File: config.mk
export PLATFORM = sky130hd
export DESIGN_NAME = fsr_supervisor
export DESIGN_NICKNAME = d
export VERILOG_FILES = /design/src/fsr_pkg.sv /design/src/fsr_supervisor.sv
export SDC_FILE = /design/constraint.sdc
export NUM_CORES = 1
export LEC_CHECK = 0
export ABC_CLOCK_PERIOD_IN_PS = 5400
export BUFFER_PORTS_ARGS = -buffer_cell sky130_fd_sc_hd__buf_2
export CAP_MARGIN = 30
export CELL_PAD_IN_SITES_DETAIL_PLACEMENT = 1
export CELL_PAD_IN_SITES_GLOBAL_PLACEMENT = 1
export CORE_ASPECT_RATIO = 1.4
export CORE_MARGIN = 10
export CORE_UTILIZATION = 38
export CTS_CLUSTER_SIZE = 40
export DETAILED_ROUTE_END_ITERATION = 12
export HOLD_SLACK_MARGIN = 0.1
export PLACE_DENSITY_LB_ADDON = 0.1
export SYNTH_ARGS = -nofsm -noshare
export SYNTH_HDL_FRONTEND = slang
export SYNTH_SLANG_ARGS = --single-unit
export TNS_END_PERCENT = 1
File: constraint.sdc
create_clock -name clk -period 5.4 [get_ports clk]
set_input_delay 1.08 -clock clk [delete_from_list [all_inputs] [get_ports clk]]
set_output_delay 1.08 -clock clk [all_outputs]
set_load 0.005 [all_outputs]
File: src/fsr_pkg.sv
// Constants, types and helpers of the fault supervisor.
// Assumes one 25 MHz clock and a 10 ms supervision tick.
package fsr_pkg;
   ////////////////////////////////////////////////////////////
   localparam int unsigned CLK_HZ   = 25000000;  // System clock
   localparam int unsigned TICK_MS  = 10;        // Supervision tick
   localparam int unsigned TICK_CYC_DEF = CLK_HZ / 1000 * TICK_MS;
   localparam int unsigned NCODE    = 23;        // Codes 0..22
   localparam int unsigned NCH      = 7;         // Energy channels
   localparam int unsigned NRET     = 4;         // Retained channels
   localparam logic [22:0] CODE_MASK  = 23'h7f3ffe; // Used codes
   localparam logic [22:0] LATCH_MASK = 23'h7f3dfe; // All but 9
   localparam logic [22:0] WARN_MASK  = 23'h000031; // Temps, brake
   localparam int unsigned CODE_PWR = 9;         // Power input lost
   localparam logic [7:0] PCT_FULL = 8'h64;      // 100 percent
   localparam logic [7:0] PCT_WARN = 8'h32;      // 50 percent
   // Lock times in ms, tick counts derived
   localparam int unsigned LOCK_A_MS = 5000;
   localparam int unsigned LOCK_B_MS = 10000;
   localparam int unsigned LOCK_C_MS = 100000;
   localparam int unsigned LOCK_D_MS = 100;
   // Discharge time per percent in ms
   localparam int unsigned DIS_BRK_MS = 500;
   localparam int unsigned DIS_CAB_MS = 24800;
   localparam int unsigned DIS_DEV_MS = 150;
   localparam int unsigned DIS_CHN_MS = 180;
   localparam int unsigned EN_CODE [NCH] = '{8, 12, 21, 22, 7, 16, 17};
   localparam int unsigned EN_STEP [NCH] = '{DIS_BRK_MS / TICK_MS,
      DIS_BRK_MS / TICK_MS, DIS_CAB_MS / TICK_MS, DIS_CAB_MS / TICK_MS,
      DIS_DEV_MS / TICK_MS, DIS_CHN_MS / TICK_MS, DIS_CHN_MS / TICK_MS};
   // Register offsets
   localparam logic [7:0] REG_CTRL  = 8'h00;
   localparam logic [7:0] REG_STAT  = 8'h04;
   localparam logic [7:0] REG_DWARN = 8'h08;
   localparam logic [7:0] REG_LWARN = 8'h0c;
   localparam logic [7:0] REG_DFLT  = 8'h10;
   localparam logic [7:0] REG_LFLT  = 8'h14;
   localparam logic [7:0] REG_EN_LO = 8'h18;
   localparam logic [7:0] REG_EN_HI = 8'h1c;
   localparam int unsigned CTRL_AUTO = 0;        // Auto restart bit
   localparam int unsigned CTRL_RST  = 1;        // Reset errors bit
   typedef enum logic [3:0] {
      S_WAIT  = 4'b0001,                          // Mains wait
      S_CHECK = 4'b0010,                          // Bus voltage check
      S_OPER  = 4'b0100,                          // Operating or warning
      S_FAULT = 4'b1000
   } fsr_state_t;
   typedef struct packed {
      logic [7:0]  addr;
      logic [31:0] wdata;
      logic        wr;
      logic        rd;
   } fsr_req_t;
   // Lock time of one fault code, in ticks
   function automatic logic [13:0] fsr_lock(input int unsigned c);
      case (c)
         1, 2, 19:   fsr_lock = 14'(LOCK_A_MS / TICK_MS);
         11:         fsr_lock = 14'(LOCK_D_MS / TICK_MS);
         12, 21, 22: fsr_lock = 14'(LOCK_C_MS / TICK_MS);
         3, 4, 5, 6, 7, 8, 10, 16, 17, 18, 20:
                     fsr_lock = 14'(LOCK_B_MS / TICK_MS);
         default:    fsr_lock = 14'h0000;
      endcase
   endfunction
endpackage

File: src/fsr_supervisor.sv
// Fault supervisor and restore sequencer of a DC bus supply.
// Monitors, I2T energy and limits come from outside logic;
// rst_n is the control-supply power-on reset.
//
// Decided for this implementation: the register addresses and the plain strobed port.
`timescale 1ns/10ps
module fsr_supervisor
#(
   parameter int unsigned TICK_CYC = fsr_pkg::TICK_CYC_DEF
)
(
   // Clock and reset
   input  wire logic                clk,
   input  wire logic                rst_n,
   // Register port
   input  wire fsr_pkg::fsr_req_t   req,
   output logic [31:0]              rdata,
   // Monitor conditions, bit per code
   input  wire logic [22:0]         fault_cond,
   input  wire logic [22:0]         warn_cond,
   // Energy percentages and stored values
   input  wire logic [6:0][7:0]     energy_pct,
   input  wire logic [3:0][7:0]     nv_energy,
   // Start-up sequencing
   input  wire logic                mains_ok,
   input  wire logic                bus_ok,
   input  wire logic                restore_request_input,
   // Status outputs
   output logic                     ready_to_operate_output,
   output logic                     fault_active
);
   import fsr_pkg::*;

   ////////////////////////////////////////////////////////////
   // Elaboration check
   if (TICK_CYC < 2 || TICK_CYC > 262143)
   begin : g_bad
      $error("TICK_CYC out of range");
   end

   ////////////////////////////////////////////////////////////
   // Declarations
   fsr_state_t   state_r;            // Sequencer state
   fsr_state_t   state_nxt;
   logic [22:0]  lat_f_r;            // Latched faults
   logic [22:0]  lat_f_nxt;
   logic [22:0]  lat_w_r;            // Latched warnings
   logic [22:0]  lat_w_nxt;
   logic [22:0]  en_flt;             // Energy faults
   logic [22:0]  en_warn;            // Energy warnings
   logic [22:0]  en_busy_v;          // Codes still charged
   logic [7:0]   trk_r [NCH];        // Tracked energy
   logic [11:0]  dcy_r [NCH];        // Discharge step counters
   logic [17:0]  pre_r;              // Tick prescaler
   logic [13:0]  lock_r;             // Restore lock timer
   logic [13:0]  lock_nxt;
   logic [13:0]  lock_max;
   logic [4:0]   code_r;             // Active fault code
   logic [4:0]   code_low;
   logic         auto_r;             // Auto restart enable
   logic         pup_r;              // First cycle after reset
   logic         sync1_r;            // Restore synchroniser
   logic         sync2_r;
   logic         prev_r;             // Previous sample
   logic         rto_r;
   logic         flt_r;
   logic [31:0]  rdata_r;

   ////////////////////////////////////////////////////////////
   // Decode and condition wires
   wire         tick      = (pre_r == 18'(TICK_CYC - 1));
   wire [22:0]  cond_all  = (fault_cond | en_flt) & CODE_MASK;
   wire         cond_any  = |cond_all;
   wire [22:0]  dyn_w     = (warn_cond & WARN_MASK) | en_warn;
   wire         in_flt    = (state_r == S_FAULT);
   wire         monitored = (state_r == S_OPER) || (state_r == S_CHECK);
   wire         watch     = monitored || in_flt;
   wire         rise      = sync2_r & ~prev_r;
   wire         hit_ctrl  = (req.addr == REG_CTRL);
   wire         sw_rst    = req.wr && hit_ctrl && req.wdata[CTRL_RST];
   wire         en_busy   = |(en_busy_v & lat_f_r);
   wire         exit_ok   = !cond_any && lock_r == 14'h0000
                            && !en_busy;
   wire         need_req  = |(lat_f_r & LATCH_MASK);
   wire         restore   = auto_r || rise || sw_rst
                            || !need_req;
   wire         leaving   = in_flt && (state_nxt == S_WAIT);
   wire         entering  = !in_flt && (state_nxt == S_FAULT);

   ////////////////////////////////////////////////////////////
   // Energy tracking, one lane per channel
   for (genvar c = 0; c < NCH; c++)
   begin : g_en
      wire [7:0] in_p  = energy_pct[c];
      wire [7:0] nv_p  = (c < NRET) ? nv_energy[c % NRET] : 8'h00;
      wire       step  = tick && (dcy_r[c] == 12'(EN_STEP[c] - 1));
      // Step counter and tracked value
      always_ff @(posedge clk)
      begin
         if (!rst_n)
         begin
            trk_r[c] <= 8'h00;
            dcy_r[c] <= 12'h000;
         end
         else
         begin
            if (tick)
               dcy_r[c] <= step ? 12'h000 : dcy_r[c] + 12'h001;
            // Stored energy comes back at power-up
            if (pup_r && c < NRET)
               trk_r[c] <= nv_p;
            else if (in_p > trk_r[c])
               trk_r[c] <= in_p;
            // Never decays below what the monitor still reports
            else if (step && trk_r[c] > in_p)
               trk_r[c] <= trk_r[c] - 8'h01;
         end
      end
   end

   // Energy classes per fault code
   always_comb
   begin
      en_flt    = '0;
      en_warn   = '0;
      en_busy_v = '0;
      for (int c = 0; c < NCH; c++)
      begin
         // Fault at full, warning between half and full
         en_flt[EN_CODE[c]]    = (trk_r[c] >= PCT_FULL);
         en_warn[EN_CODE[c]]   = (trk_r[c] > PCT_WARN)
                                 && (trk_r[c] < PCT_FULL);
         en_busy_v[EN_CODE[c]] = (trk_r[c] != 8'h00);
      end
   end

   ////////////////////////////////////////////////////////////
   // Longest lock time and lowest code
   always_comb
   begin
      lock_max = 14'h0000;
      code_low = 5'h00;
      for (int i = NCODE - 1; i > 0; i--)
      begin
         // Longest lock among detected faults
         if ((lat_f_r[i] || cond_all[i]) && fsr_lock(i) > lock_max)
            lock_max = fsr_lock(i);
         if (cond_all[i])
            code_low = 5'(i);
      end
   end

   ////////////////////////////////////////////////////////////
   // Sequencer next state
   always_comb
   begin
      state_nxt = state_r;
      case (state_r)
         S_WAIT:
            if (mains_ok)
               state_nxt = S_CHECK;
         S_CHECK:
            if (cond_any)
               state_nxt = S_FAULT;
            else if (bus_ok)
               state_nxt = S_OPER;
         S_OPER:
            if (cond_any)
               state_nxt = S_FAULT;
         S_FAULT:
            // Stays while any condition is present
            if (exit_ok && restore)
               state_nxt = S_WAIT;
         default:
            state_nxt = S_WAIT;
      endcase
   end

   // Lock timer: reloads while a condition stands
   assign lock_nxt = ((in_flt || entering) && cond_any) ? lock_max :
                     (tick && lock_r != 14'h0000) ? lock_r - 14'h0001 :
                     lock_r;

   // Latches, set wins over clear
   assign lat_f_nxt = (leaving ? 23'h000000 : lat_f_r)
                      | (watch ? (cond_all & LATCH_MASK) : 23'h000000);
   // Power input warning outlives the exit; only software clears it
   assign lat_w_nxt = (sw_rst  ? 23'h000000 :
                       leaving ? (lat_w_r & (23'h000001 << CODE_PWR)) : lat_w_r)
                      | dyn_w
                      | (watch ? (cond_all & (23'h000001 << CODE_PWR))
                               : 23'h000000);

   ////////////////////////////////////////////////////////////
   // Sequencer and status registers
   always_ff @(posedge clk)
   begin
      if (!rst_n)
      begin
         state_r <= S_WAIT;
         lock_r  <= 14'h0000;
         lat_f_r <= 23'h000000;
         lat_w_r <= 23'h000000;
         code_r  <= 5'h00;
         rto_r   <= 1'b0;
         flt_r   <= 1'b0;
      end
      else
      begin
         state_r <= state_nxt;
         lock_r  <= lock_nxt;
         lat_f_r <= lat_f_nxt;
         lat_w_r <= lat_w_nxt;
         // Code caught on entry, cleared on exit
         if (entering)
            code_r <= code_low;
         else if (leaving)
            code_r <= 5'h00;
         rto_r   <= (state_nxt == S_OPER);
         flt_r   <= (state_nxt == S_FAULT);
      end
   end

   ////////////////////////////////////////////////////////////
   // Tick prescaler and power-up flag
   always_ff @(posedge clk)
   begin
      if (!rst_n)
      begin
         pre_r <= 18'h00000;
         pup_r <= 1'b1;
      end
      else
      begin
         pre_r <= tick ? 18'h00000 : pre_r + 18'h00001;
         pup_r <= 1'b0;
      end
   end

   // Restore input synchroniser and edge sample
   always_ff @(posedge clk)
   begin
      if (!rst_n)
      begin
         sync1_r <= 1'b0;
         sync2_r <= 1'b0;
         prev_r  <= 1'b0;
      end
      else
      begin
         sync1_r <= restore_request_input;
         sync2_r <= sync1_r;
         prev_r  <= sync2_r;
      end
   end

   ////////////////////////////////////////////////////////////
   // Register port
   wire [31:0] stat_w = {2'b00, lock_r, 6'h00, rto_r, code_r, state_r};
   wire [31:0] lfl_w  = {9'h000, lat_f_r};
   wire [31:0] rd_mux =
      hit_ctrl                  ? {31'h0, auto_r} :
      (req.addr == REG_STAT)    ? stat_w :
      (req.addr == REG_DWARN)   ? {9'h000, dyn_w} :
      (req.addr == REG_LWARN)   ? {9'h000, lat_w_r} :
      (req.addr == REG_DFLT)    ? {9'h000, cond_all} :
      (req.addr == REG_LFLT)    ? lfl_w :
      (req.addr == REG_EN_LO)   ? {trk_r[3], trk_r[2], trk_r[1], trk_r[0]} :
      (req.addr == REG_EN_HI)   ? {8'h00, trk_r[6], trk_r[5], trk_r[4]} :
      32'h00000000;

   // Control write and read data
   always_ff @(posedge clk)
   begin
      if (!rst_n)
      begin
         auto_r  <= 1'b0;
         rdata_r <= 32'h00000000;
      end
      else
      begin
         if (req.wr && hit_ctrl)
            auto_r <= req.wdata[CTRL_AUTO];
         rdata_r <= req.rd ? rd_mux : 32'h00000000;
      end
   end

   assign rdata                   = rdata_r;
   assign ready_to_operate_output = rto_r;
   assign fault_active            = flt_r;

   ////////////////////////////////////////////////////////////
   // Assertions
   trip_fault_a:
   assert property (@(posedge clk) disable iff (!rst_n)
      monitored && cond_any |=> state_r == S_FAULT)
      else $error("limit violation did not trip");

   rto_open_a:
   assert property (@(posedge clk) disable iff (!rst_n)
      state_r == S_FAULT |-> !ready_to_operate_output && fault_active)
      else $error("ready output closed in fault");

   hold_fault_a:
   assert property (@(posedge clk) disable iff (!rst_n)
      in_flt && cond_any |=> state_r == S_FAULT && lock_r == $past(lock_max))
      else $error("fault left with condition present");

   lock_wait_a:
   assert property (@(posedge clk) disable iff (!rst_n)
      in_flt && lock_r != 14'h0000 |=> state_r == S_FAULT)
      else $error("fault left before lock expiry");

   latch_keep_a:
   assert property (@(posedge clk) disable iff (!rst_n)
      !in_flt |=> (lat_f_r & $past(lat_f_r)) == $past(lat_f_r))
      else $error("latched fault lost outside fault");

   auto_exit_a:
   assert property (@(posedge clk) disable iff (!rst_n)
      in_flt && exit_ok && auto_r |=> state_r == S_WAIT)
      else $error("auto restart did not return");

   edge_exit_a:
   assert property (@(posedge clk) disable iff (!rst_n)
      in_flt && exit_ok && $rose(sync2_r) |=> state_r == S_WAIT)
      else $error("restore edge ignored");

   sw_exit_a:
   assert property (@(posedge clk) disable iff (!rst_n)
      in_flt && exit_ok && sw_rst |=> state_r == S_WAIT ##1
      lat_f_r == 23'h000000 || state_r != S_WAIT)
      else $error("reset command ignored");

   warn_only_a:
   assert property (@(posedge clk) disable iff (!rst_n)
      state_r == S_OPER && !cond_any && warn_cond[0]
      |=> state_r != S_FAULT)
      else $error("braking overvoltage forced fault");

   energy_full_a:
   assert property (@(posedge clk) disable iff (!rst_n)
      monitored && (trk_r[0] >= PCT_FULL || trk_r[4] >= PCT_FULL)
      |=> state_r == S_FAULT)
      else $error("full energy did not trip");

   rd_pulse_a:
   assert property (@(posedge clk) disable iff (!rst_n)
      !$past(req.rd) |-> rdata == 32'h00000000)
      else $error("read data outside its cycle");
endmodule

==> results of run 1 <==
stage by stage:
step	hold WS, ns	instance area (um^2)	util, %
after global placement	0.425	16400	41.9
after detailed placement	0.435	16500	42.0
after floorplan	0.412	15100	-
after CTS	0.445	17600	44.7
after global routing	0.457	17600	44.7
final	0.440	17600	44.7
registers in the layout (all words and copies together), names as in the netlist:
name and count:
sync2_r 1, prev_r 1, state_r 4, lat_f_r 19, code_r 5, ready_to_operate_output 1
dcy_r 84, lock_r 14, auto_r 1, sync1_r 1, fault_active 1, pup_r 1
trk_r 56, rdata 32, pre_r 18, lat_w_r 11
area by class of cell:
type | instances | share of cell area, %
Multi-Input combinational cell | 1207 | 46.2
Sequential cell | 250 | 36.5
Timing Repair Buffer | 181 | 5.60
Clock buffer | 45 | 5.39
Tap cell | 528 | 3.76
Inverter | 88 | 1.88
Clock inverter | 11 | 0.691
Antenna cell | 2 | 0.0285
layout by cell type (no fill, tap or decap), drive strengths merged, types with 12 or more instances in the layout:
cell | Yosys | final
and3 | 39 | 39
clkbuf | 58 | 45
a22o | 50 | 50
xor2 | 64 | 64
nor2 | 196 | 196
o22ai | 14 | 14
nor3b | 13 | 13
o21ai | 55 | 55
edfxtp | 140 | 140
mux2i | 17 | 17
a22oi | 15 | 15
nand2 | 131 | 131
o21a | 17 | 17
and2 | 14 | 14
ha | 91 | 91
a221oi | 21 | 21
or3 | 16 | 16
a21oi | 59 | 59
inv | 87 | 89
nor3 | 53 | 53
buf | 9 | 181
nand2b | 16 | 16
nand4 | 24 | 24
nor4 | 18 | 18
nor2b | 12 | 12
xnor2 | 74 | 74
nand3 | 65 | 65
dfxtp | 110 | 110
power groups by stage:
stage	sequential, mW	combinational (mW)	clock [mW]
floorplan	2.27	0.639	0
global placement	2.37	0.846	0
detailed placement	2.38	0.870	0
CTS	2.34	0.878	2.23
global route	2.36	0.984	2.30
finish	2.34	0.873	2.18
routing by layer:
layer | part of all wire [%] | wire length (um) | track usage [%] | vias to the layer above
li1 | - | - | - | 6191
met1 | 43 | 21800 | 24.8 | 6554
met2 | 50 | 25600 | 36.7 | 279
met3 | 4.4 | 2260 | 3.05 | 71
met4 | 2.9 | 1490 | 6.76 | 2
met5 | 0.025 | 13 | 0 | -
how the worst max path moves through the flow:
stage	slack [ns]	cells after the start	end	start
2_1_floorplan	0.57	6	dcy_r[0][0]	pre_r[10]
3_3_place_gp	1.28	9	code_r[3]	fault_cond[19]
3_5_place_dp	1.26	9	code_r[1]	fault_cond[19]
4_1_cts	1.53	8	code_r[4]	trk_r[0][2]
5_1_grt	1.38	8	code_r[4]	trk_r[0][2]
6_report	1.49	8	code_r[4]	trk_r[0][2]
worst reg2reg max path: cells and delay by family, from the launching register on:
| kind | cells | cell delay (ns) |
|---|---|---|
| AO/OA/AOI/OAI | 4 | 1.42 |
| buffers and inverters | 1 | 0.23 |
| flip-flops | 1 | 0.56 |
| AND/OR/NAND/NOR | 3 | 1.57 |
cell families after synthesis:
| family | share of synthesized area, % |
|---|---|
| flip-flops | 42.4 |
| multiplexers | 2.54 |
| buffers and inverters | 3.99 |
| adder cells (fa/ha/maj) | 7.54 |
| XOR/XNOR | 8.01 |
| AND/OR/NAND/NOR | 20.9 |
| AO/OA/AOI/OAI | 14.6 |
==> impl_metrics.yaml, run 1 <==
status:
  status: "finished, final reports clean"
die:
  core-area_um2: 39300
  dieArea_um2: 48200
  io_pins: 215
  die_h_um: 256
  die_x_um: 188
  start_util_pct: 38.4
  placementRows: 86
worst_hold_path:
  min-delay-start: "sync1_r"
  holdPathEnd: "sync2_r"
  worstHoldPathType: "register to register"
  whs_path_depth: 1
placed_design:
  hpwl_mm: 39.1
  gp_congestion: 0.872
  pre_cts_ws_ns: 1.26
  dp.cells: 2254
  io_buffer_count: 161
grt:
  grt_first_pass_wirelength_mm: 80.0
  grt_max_degree: 61
  grt_pass1_vias: 13800
  grt_overflow: 0
  grtUsageTotal_pct: 20.6
  antenna_found_initial: 3
worst_setup_path:
  max_stage_delay_ns: 0.60
  r2r_setup_slack_ns: 1.49
  required_ns: 5.86
  crit_arrival_ns: 4.37
  cp-end-kind: "register"
  critPathBufInv: 1
  cpMaxStageDelayCell: "or4_4"
  crit_path_cell_trace: "or3_1, a311o_1, or4_4, or2_1, o31a_1, buf_4, a21boi_1, a22o_1"
  crit_type: "register to register"
  path_max_fanout: 21
  cpLargestDelayFamily: "simple AND/OR/NAND/NOR gates"
  start_kind: "register"
  reg2reg_from: "trk_r[0][2]"
  r2r-end: "code_r[4]"
  worstRegToRegCells: 8
clock_tree:
  cts-resized-gates: 0
  cts_tree: "done"
  post_cts_buffers: 0
  cts_sinks: 250
  cts_hold_buf: 0
  clock-root-buffer: "clkbuf_16"
  cts_made_buffers: 30
  clk_pin_slew_ns: 0.06
  clk_latency_ns: 0.59
  h-tree-depth: 1
  clockBufferDepth: 3
synthesis:
  synth_flop_cell: "edfxtp_1"
  synth_enable_flop_cells: 140
  ys_ff_latch: 250
  syn-mean-instance-area_um2: 9.36
  synth_top_area_share_pct: 27.8
  yosysMostFrequentCell: "nor2_1"
  ys_top_cells_by_area: "edfxtp_1 (28%), dfxtp_1 (15%), ha_1 (7.5%), nor2_1 (4.9%), xnor2_1 (4.3%)"
  yosys.area.top_type: "edfxtp_1"
  yosysSeqAreaShare_pct: 42.4
  synth_cell_types: 75
  syn_area_um2: 15100
  async_flop_share_pct: 0
  syn_nets: 1884
  synthCells: 1612
  yosysWarnings: 0
  synth.top_cells.by_count: "nor2_1 (196), edfxtp_1 (140), nand2_1 (131), dfxtp_1 (110), ha_1 (91)"
sta:
  finalSetupViolCount: 0
  rsz0062_at_grt: "false"
  tightest_slew_ns: 0.986
  timing.fmax_ghz: 0.256
  setup_slack_ns: 1.49
  finalClockSkew_ns: 0.0314
  finalCritPeriodShare_pct: 72.4
  fin_tns_setup_ns: 0
  hold_violations: 0
  slew_headroom_pct: 34.0
  finalMaxSlewViolations: 0
  period_needed_ns: 3.91
route:
  route.detailed.drc: 0
  vias_per_cell: 5.66
  ant_nets: 0
  routedWlPerCell_um: 22.1
  via_count: 13100
  dr.pass1.iters: 5
  wl_mm: 51.2
  drt_iter0_markers: 664
final_layout:
  fin_cells: 2312
  area_delta_synth_final_pct: 16.3
  fillers: 4530
  multiInputGateArea_um2: 8110
  seqCellArea_um2: 6410
  num-nets-final: 2030
  drive_above_1_share_pct: 14.2
pwr:
  switching_share_pct: 29.1
  seq_power_share_pct: 43.4
  internal_power_mw: 3.82
  p_total_mw: 5.39
  ir_worst_vdd_v: 0.000232
  p_per_area_nw_per_um2: 307
  p_leak_nw: 7.12
  comb_power_share_pct: 16.2
  p_sw_mw: 1.57
  p_clk_share_pct: 40.4
flow_run:
  maxCapViolations: 0
(Power assumes the default switching activity.)
==> run 2: changes to the inputs <==
--- a/config.mk
+++ b/config.mk
@@ -5,7 +5,7 @@
 export SDC_FILE = /design/constraint.sdc
 export NUM_CORES = 1
 export LEC_CHECK = 0
-export ABC_CLOCK_PERIOD_IN_PS = 5400
+export ABC_CLOCK_PERIOD_IN_PS = 3380
 export BUFFER_PORTS_ARGS = -buffer_cell sky130_fd_sc_hd__buf_2
 export CAP_MARGIN = 30
 export CELL_PAD_IN_SITES_DETAIL_PLACEMENT = 1
==> constraint.sdc (replaced) <==
create_clock -name clk -period 3.38 [get_ports clk]
set_input_delay 0.676 -clock clk [delete_from_list [all_inputs] [get_ports clk]]
set_output_delay 0.676 -clock clk [all_outputs]
set_load 0.005 [all_outputs]
==> run 2 against run 1 <==
  * Non-clock buffer count up 103
  * Sequential share of layout area down 1.4 points
  * Setup slack worse by 1.4 ns
  * Critical endpoint is now code_r[1]
  * Largest power group unchanged
==> impl_metrics.yaml, run 2 (synthesis gave the netlist of run 1 again) <==
grt:
  grtUsageTotal_pct: 21.0
  grt_pass1_vias: 14200
  antenna_found_initial: 3
  grt_first_pass_wirelength_mm: 81.5
  grt_max_degree: 42
  grt_overflow: 0
pwr:
  p_per_area_nw_per_um2: 465
  ir_worst_vdd_v: 0.000368
  p_total_mw: 8.48
  p_leak_nw: 7.58
die:
  io_pins: 215
  dieArea_um2: 48200
  core-area_um2: 39300
  die_h_um: 256
  placementRows: 86
  start_util_pct: 38.4
  die_x_um: 188
clock_tree:
  cts_made_buffers: 28
  clockBufferDepth: 3
  clk_latency_ns: 0.57
  cts_hold_buf: 0
  cts_tree: "done"
  cts_sinks: 250
  clk_pin_slew_ns: 0.06
  clock-root-buffer: "clkbuf_16"
  cts-resized-gates: 0
  post_cts_buffers: 0
  h-tree-depth: 1
worst_setup_path:
  path_max_fanout: 21
  max_stage_delay_ns: 0.61
  r2r_setup_slack_ns: 0.11
  cpMaxStageDelayCell: "or4_4"
  crit_type: "register to register"
  required_ns: 3.84
  reg2reg_from: "trk_r[0][10]"
  cp-end-kind: "register"
  crit_arrival_ns: 3.72
  worstSetupStartpoint: "trk_r[0][10]"
  start_kind: "register"
  crit_path_cell_trace: "or3_1, a311o_1, or4_4, or2_1, o31a_1, buf_4, a21boi_1, a22o_1"
route:
  routedWlPerCell_um: 21.7
  ant_nets: 0
  drt_iter0_markers: 719
  wl_mm: 52.4
  vias_per_cell: 5.50
  via_count: 13200
  dr.pass1.iters: 5
  route.detailed.drc: 0
sta:
  hold_violations: 0
  slew_headroom_pct: 49.4
  tightest_slew_ns: 0.740
  finalSetupViolCount: 0
  finalMaxSlewViolations: 0
  finalCritPeriodShare_pct: 96.7
  setup_slack_ns: 0.113
  timing.fmax_ghz: 0.306
  rsz0062_at_grt: "false"
  period_needed_ns: 3.27
  finalClockSkew_ns: 0.0176
placed_design:
  pre_cts_ws_ns: -0.114
  io_buffer_count: 161
  gp_congestion: 0.959
  hpwl_mm: 41.4
  dp.cells: 2357
worst_hold_path:
  min-delay-start: "restore_request_input"
  worstHoldPathType: "input port to register"
final_layout:
  drive_above_1_share_pct: 18.7
  final_cell_mix: "nor2_1 (196), buf_2 (161), edfxtp_1 (140)"
  fin_cells: 2410
  final_common_cell: "nor2_1"
  final_util_pct: 46.4
  top_register: "dcy_r"
  fillers: 4540
  largest_reg_flops: 84
  num-nets-final: 2131
  area_delta_synth_final_pct: 20.8
flow_run:
  maxCapViolations: 0
status:
  status: "finished, final reports clean"
[run 2: cell types whose count changed in the layout (fill, tap and decap cells not counted), moves of 2 or more]
cell / before / now
buf_4: 16 / 117
clkbuf_16: 34 / 30
clkbuf_2: 0 / 2
buf_12: 1 / 6
inv_4: 2 / 0
buf_2: 163 / 161
[run 2: layout make-up]
type	instances	area, um^2	share of cell area, %
Antenna cell	1	2.50	0.0137
Clock buffer	45	873	4.79
Clock inverter	7	63.8	0.350
Inverter	88	330	1.81
Multi-Input combinational cell	1207	8100	44.4
Sequential cell	250	6410	35.1
Tap cell	528	661	3.62
Timing Repair Buffer	284	1800	9.89
[run 2: path summary, 6_finish.rpt]
check                   end  cells after the start
setup / recovery  code_r[1]                      8
hold / removal      sync1_r                      2
setup reg to reg  code_r[1]                      8
hold reg to reg    pre_r[0]                      1
[run 2: worst max-delay path: cells and delay by family, from the launching register on]
family	cells	cell delay, ns
flip-flops	1	0.39
buffers and inverters	1	0.23
AO/OA/AOI/OAI	4	1.26
AND/OR/NAND/NOR	3	1.28
[run 2: stage by stage]
step / area (um^2) / hold slack (ns) / setup TNS (ns)
after floorplan: 15100 / 0.412 / 0
after global placement: 17300 / 0.427 / -0.368
after detailed placement: 17300 / 0.439 / -0.461
after CTS: 18200 / 0.296 / 0
after global routing: 18200 / 0.327 / 0
final: 18200 / 0.322 / 0
[run 2: where the power goes]
group | internal, mW | switching [mW] | total, mW
Clock | 1.84 | 1.32 | 3.16
Combinational | 0.757 | 0.979 | 1.74
Sequential | 3.41 | 0.173 | 3.58
Total | 6.01 | 2.47 | 8.48
[run 2: per-layer routing]
metal / routed length, um / track usage [%] / vias up
li1: - / - / 6371
met3: 2200 / 3.04 / 86
met4: 1850 / 7.62 / 4
met1: 21600 / 24.4 / 6526
met2: 26700 / 38.1 / 260
met5: 27 / 0 / -
==> run 3: changes to the inputs <==
--- a/config.mk
+++ b/config.mk
@@ -5,6 +5,7 @@
 export SDC_FILE = /design/constraint.sdc
 export NUM_CORES = 1
 export LEC_CHECK = 0
+export ABC_AREA = 1
 export ABC_CLOCK_PERIOD_IN_PS = 3380
 export BUFFER_PORTS_ARGS = -buffer_cell sky130_fd_sc_hd__buf_2
 export CAP_MARGIN = 30
@@ -17,6 +18,7 @@
 export DETAILED_ROUTE_END_ITERATION = 12
 export HOLD_SLACK_MARGIN = 0.1
 export PLACE_DENSITY_LB_ADDON = 0.1
+export SLEW_MARGIN = 10
 export SYNTH_ARGS = -nofsm -noshare
 export SYNTH_HDL_FRONTEND = slang
 export SYNTH_SLANG_ARGS = --single-unit
==> run 3 against run 2 <==
  * Register-to-register slack gained 0.45 ns
  * Core utilization shrank 1.6 points
  * Via count grew 14%
==> impl_metrics.yaml, run 3 <==
status:
  status: "finished, final reports clean"
worst_setup_path:
  r2r_setup_slack_ns: 0.56
  r2r-end: "lock_r[6]"
  path_max_fanout: 6
  crit_arrival_ns: 3.27
  reg2reg_from: "trk_r[1][2]"
  required_ns: 3.83
  cp-end-kind: "register"
  crit_type: "register to register"
  worstRegToRegCells: 16
  start_kind: "register"
sta:
  finalMaxSlewViolations: 0
  tightest_slew_ns: 0.851
  slew_headroom_pct: 43.2
  rsz0062_at_grt: "false"
  setup_slack_ns: 0.559
  timing.fmax_ghz: 0.354
  period_needed_ns: 2.82
  finalClockSkew_ns: 0.0163
  finalCritPeriodShare_pct: 83.5
  hold_violations: 0
  fin_tns_setup_ns: 0
  finalSetupViolCount: 0
route:
  ant_nets: 0
  dr.pass1.iters: 5
  vias_per_cell: 5.35
  wl_mm: 56.0
  routedWlPerCell_um: 19.9
  via_count: 15000
  route.detailed.drc: 0
  drt_iter0_markers: 639
synthesis:
  synth_top_family_by_area: "simple AND/OR/NAND/NOR gates"
  synth_compound_area_share_pct: 14.1
  synth-adder-area-share_pct: 7.16
  yosysMostFrequentCell: "nand2_1"
  yosys.area.top_type: "edfxtp_1"
  yosysSeqAreaShare_pct: 40.3
  synth.top_cells.by_count: "nand2_1 (374), inv_1 (330), nor2_1 (249), edfxtp_1 (140), a21oi_1 (116)"
  synth_cell_types: 65
  syn-mean-instance-area_um2: 7.78
  synth-simple-area-share_pct: 25.8
  synthXorXnorAreaFrac_pct: 3.75
  synth_flop_cell: "edfxtp_1"
  synth_top_area_share_pct: 26.4
  synth_enable_flop_cells: 140
  yosysWarnings: 0
  ys_ff_latch: 250
  ys_top_cells_by_area: "edfxtp_1 (26%), dfxtp_1 (14%), nand2_1 (8.8%), inv_1 (7.8%), ha_1 (7.2%)"
  async_flop_share_pct: 0
  synth.mux.area_fraction_pct: 0
  synthCells: 2043
  syn_area_um2: 15900
  syn_nets: 2315
worst_hold_path:
  worstHoldPathType: "input port to register"
  whs_path_depth: 3
  holdPathEnd: "sync1_r"
  min-delay-start: "restore_request_input"
clock_tree:
  h-tree-depth: 1
  clockBufferDepth: 3
  cts_hold_buf: 0
  cts_tree: "done"
  post_cts_buffers: 0
  cts_sinks: 250
  clock-root-buffer: "clkbuf_16"
  cts-resized-gates: 0
  clk_latency_ns: 0.57
  clk_pin_slew_ns: 0.06
  cts_made_buffers: 29
final_layout:
  drive_above_1_share_pct: 13.9
  area_delta_synth_final_pct: 16.5
  fillers: 5136
  multiInputGateArea_um2: 8100
  final_cell_mix: "nand2_1 (373), inv_1 (330), nor2_1 (249)"
  fin_cells: 2813
  seqCellArea_um2: 6410
  num-nets-final: 2522
  final_common_cell: "nand2_1"
  top_register: "dcy_r"
  largest_reg_flops: 84
pwr:
  p_per_area_nw_per_um2: 451
  ir_worst_vdd_v: 0.000383
  p_leak_nw: 8.33
  p_total_mw: 8.35
grt:
  grt_first_pass_wirelength_mm: 87.0
  grt_overflow: 0
  antenna_found_initial: 1
  grt_max_degree: 66
  grt_pass1_vias: 16000
  use_met2_pct: 40.6
  grt_most_used_layer: "met2"
  grtUsageTotal_pct: 21.8
  use_met1_pct: 24.2
  use_met3_pct: 2.55
die:
  die_h_um: 262
  core-area_um2: 41300
  die_x_um: 193
  dieArea_um2: 50500
  io_pins: 215
  start_util_pct: 38.5
  placementRows: 88
flow_run:
  maxCapViolations: 0
placed_design:
  gp_congestion: 0.906
  io_buffer_count: 161
  dp.cells: 2759
  pre_cts_ws_ns: 0.228
  hpwl_mm: 44.7
==> run 3: cell count changes after synthesis, sizes merged, moves of 48 or more <==
| cell | delta |
|---|---|
| inv | +253 |
| nand3 | +53 |
| nand2 | +248 |
| o21ai | +48 |
| a22o | -50 |
| nor2 | +67 |
| xnor2 | -54 |
| a21oi | +62 |
==> run 3: how the worst max path moves through the flow <==
stage	start	endpoint	slack, ns
after CTS	trk_r[1][2]	lock_r[6]	0.60
after detailed placement	req[35]	lat_w_r[0]	0.23
after floorplan	pre_r[0]	dcy_r[0][0]	0.58
after global placement	req[35]	lat_w_r[0]	0.30
after global routing	trk_r[0][4]	lat_w_r[0]	0.27
final	trk_r[1][2]	lock_r[6]	0.56
==> run 3: through the flow <==
stage          hold WS (ns)  util [%]  area [um^2]
2_1_floorplan         0.390         -        15900
3_3_place_gp          0.407      42.7        17600
3_5_place_dp          0.405      42.7        17600
4_1_cts               0.307      44.8        18500
5_1_grt               0.331      44.8        18500
6_report              0.335      44.8        18500
==> run 3: area by class of cell <==
cell class | instances | area share, %
clock inverter | 4 | 0.128
inverter | 343 | 6.95
clock buffer | 49 | 4.68
antenna | 1 | 0.0135
timing repair buffer | 204 | 6.23
multi-input combinational | 1422 | 43.7
tap | 540 | 3.65
sequential | 250 | 34.6
==> run 3: logic make-up after synthesis <==
logic type | after synthesis
simple gates | 902
fa+ha+maj | 91
flops | 250
xor+xnor | 68
buf+inv | 371
compound gates | 361
==> run 3: metal layers <==
layer  wire length (um)  vias up
li1                   -     7336
met1              22200     7322
met2              29300      282
met3               2130      101
met4               2370        0
met5                  0        -
==> run 3: worst max-delay path: stages, from the launching register on <==
cell and delay (ns):
edfxtp_1 0.52, clkinv_1 0.11, nand2_1 0.10, nand3_1 0.19
nand3_2 0.19, nor2_2 0.20, nand2_4 0.13, inv_2 0.14
o21ai_1 0.12, o21ai_1 0.14, nand2_1 0.08, nor2_1 0.20
nand4_2 0.14, nand2_1 0.12, nand3_1 0.10, nand2_2 0.14
a21oi_2 0.06
==> run 3: where the power goes <==
group / total, mW / switching [mW] / internal (mW)
Sequential: 3.71 / 0.270 / 3.44
Combinational: 1.60 / 1.03 / 0.573
Clock: 3.04 / 1.31 / 1.73
Total: 8.35 / 2.61 / 5.74
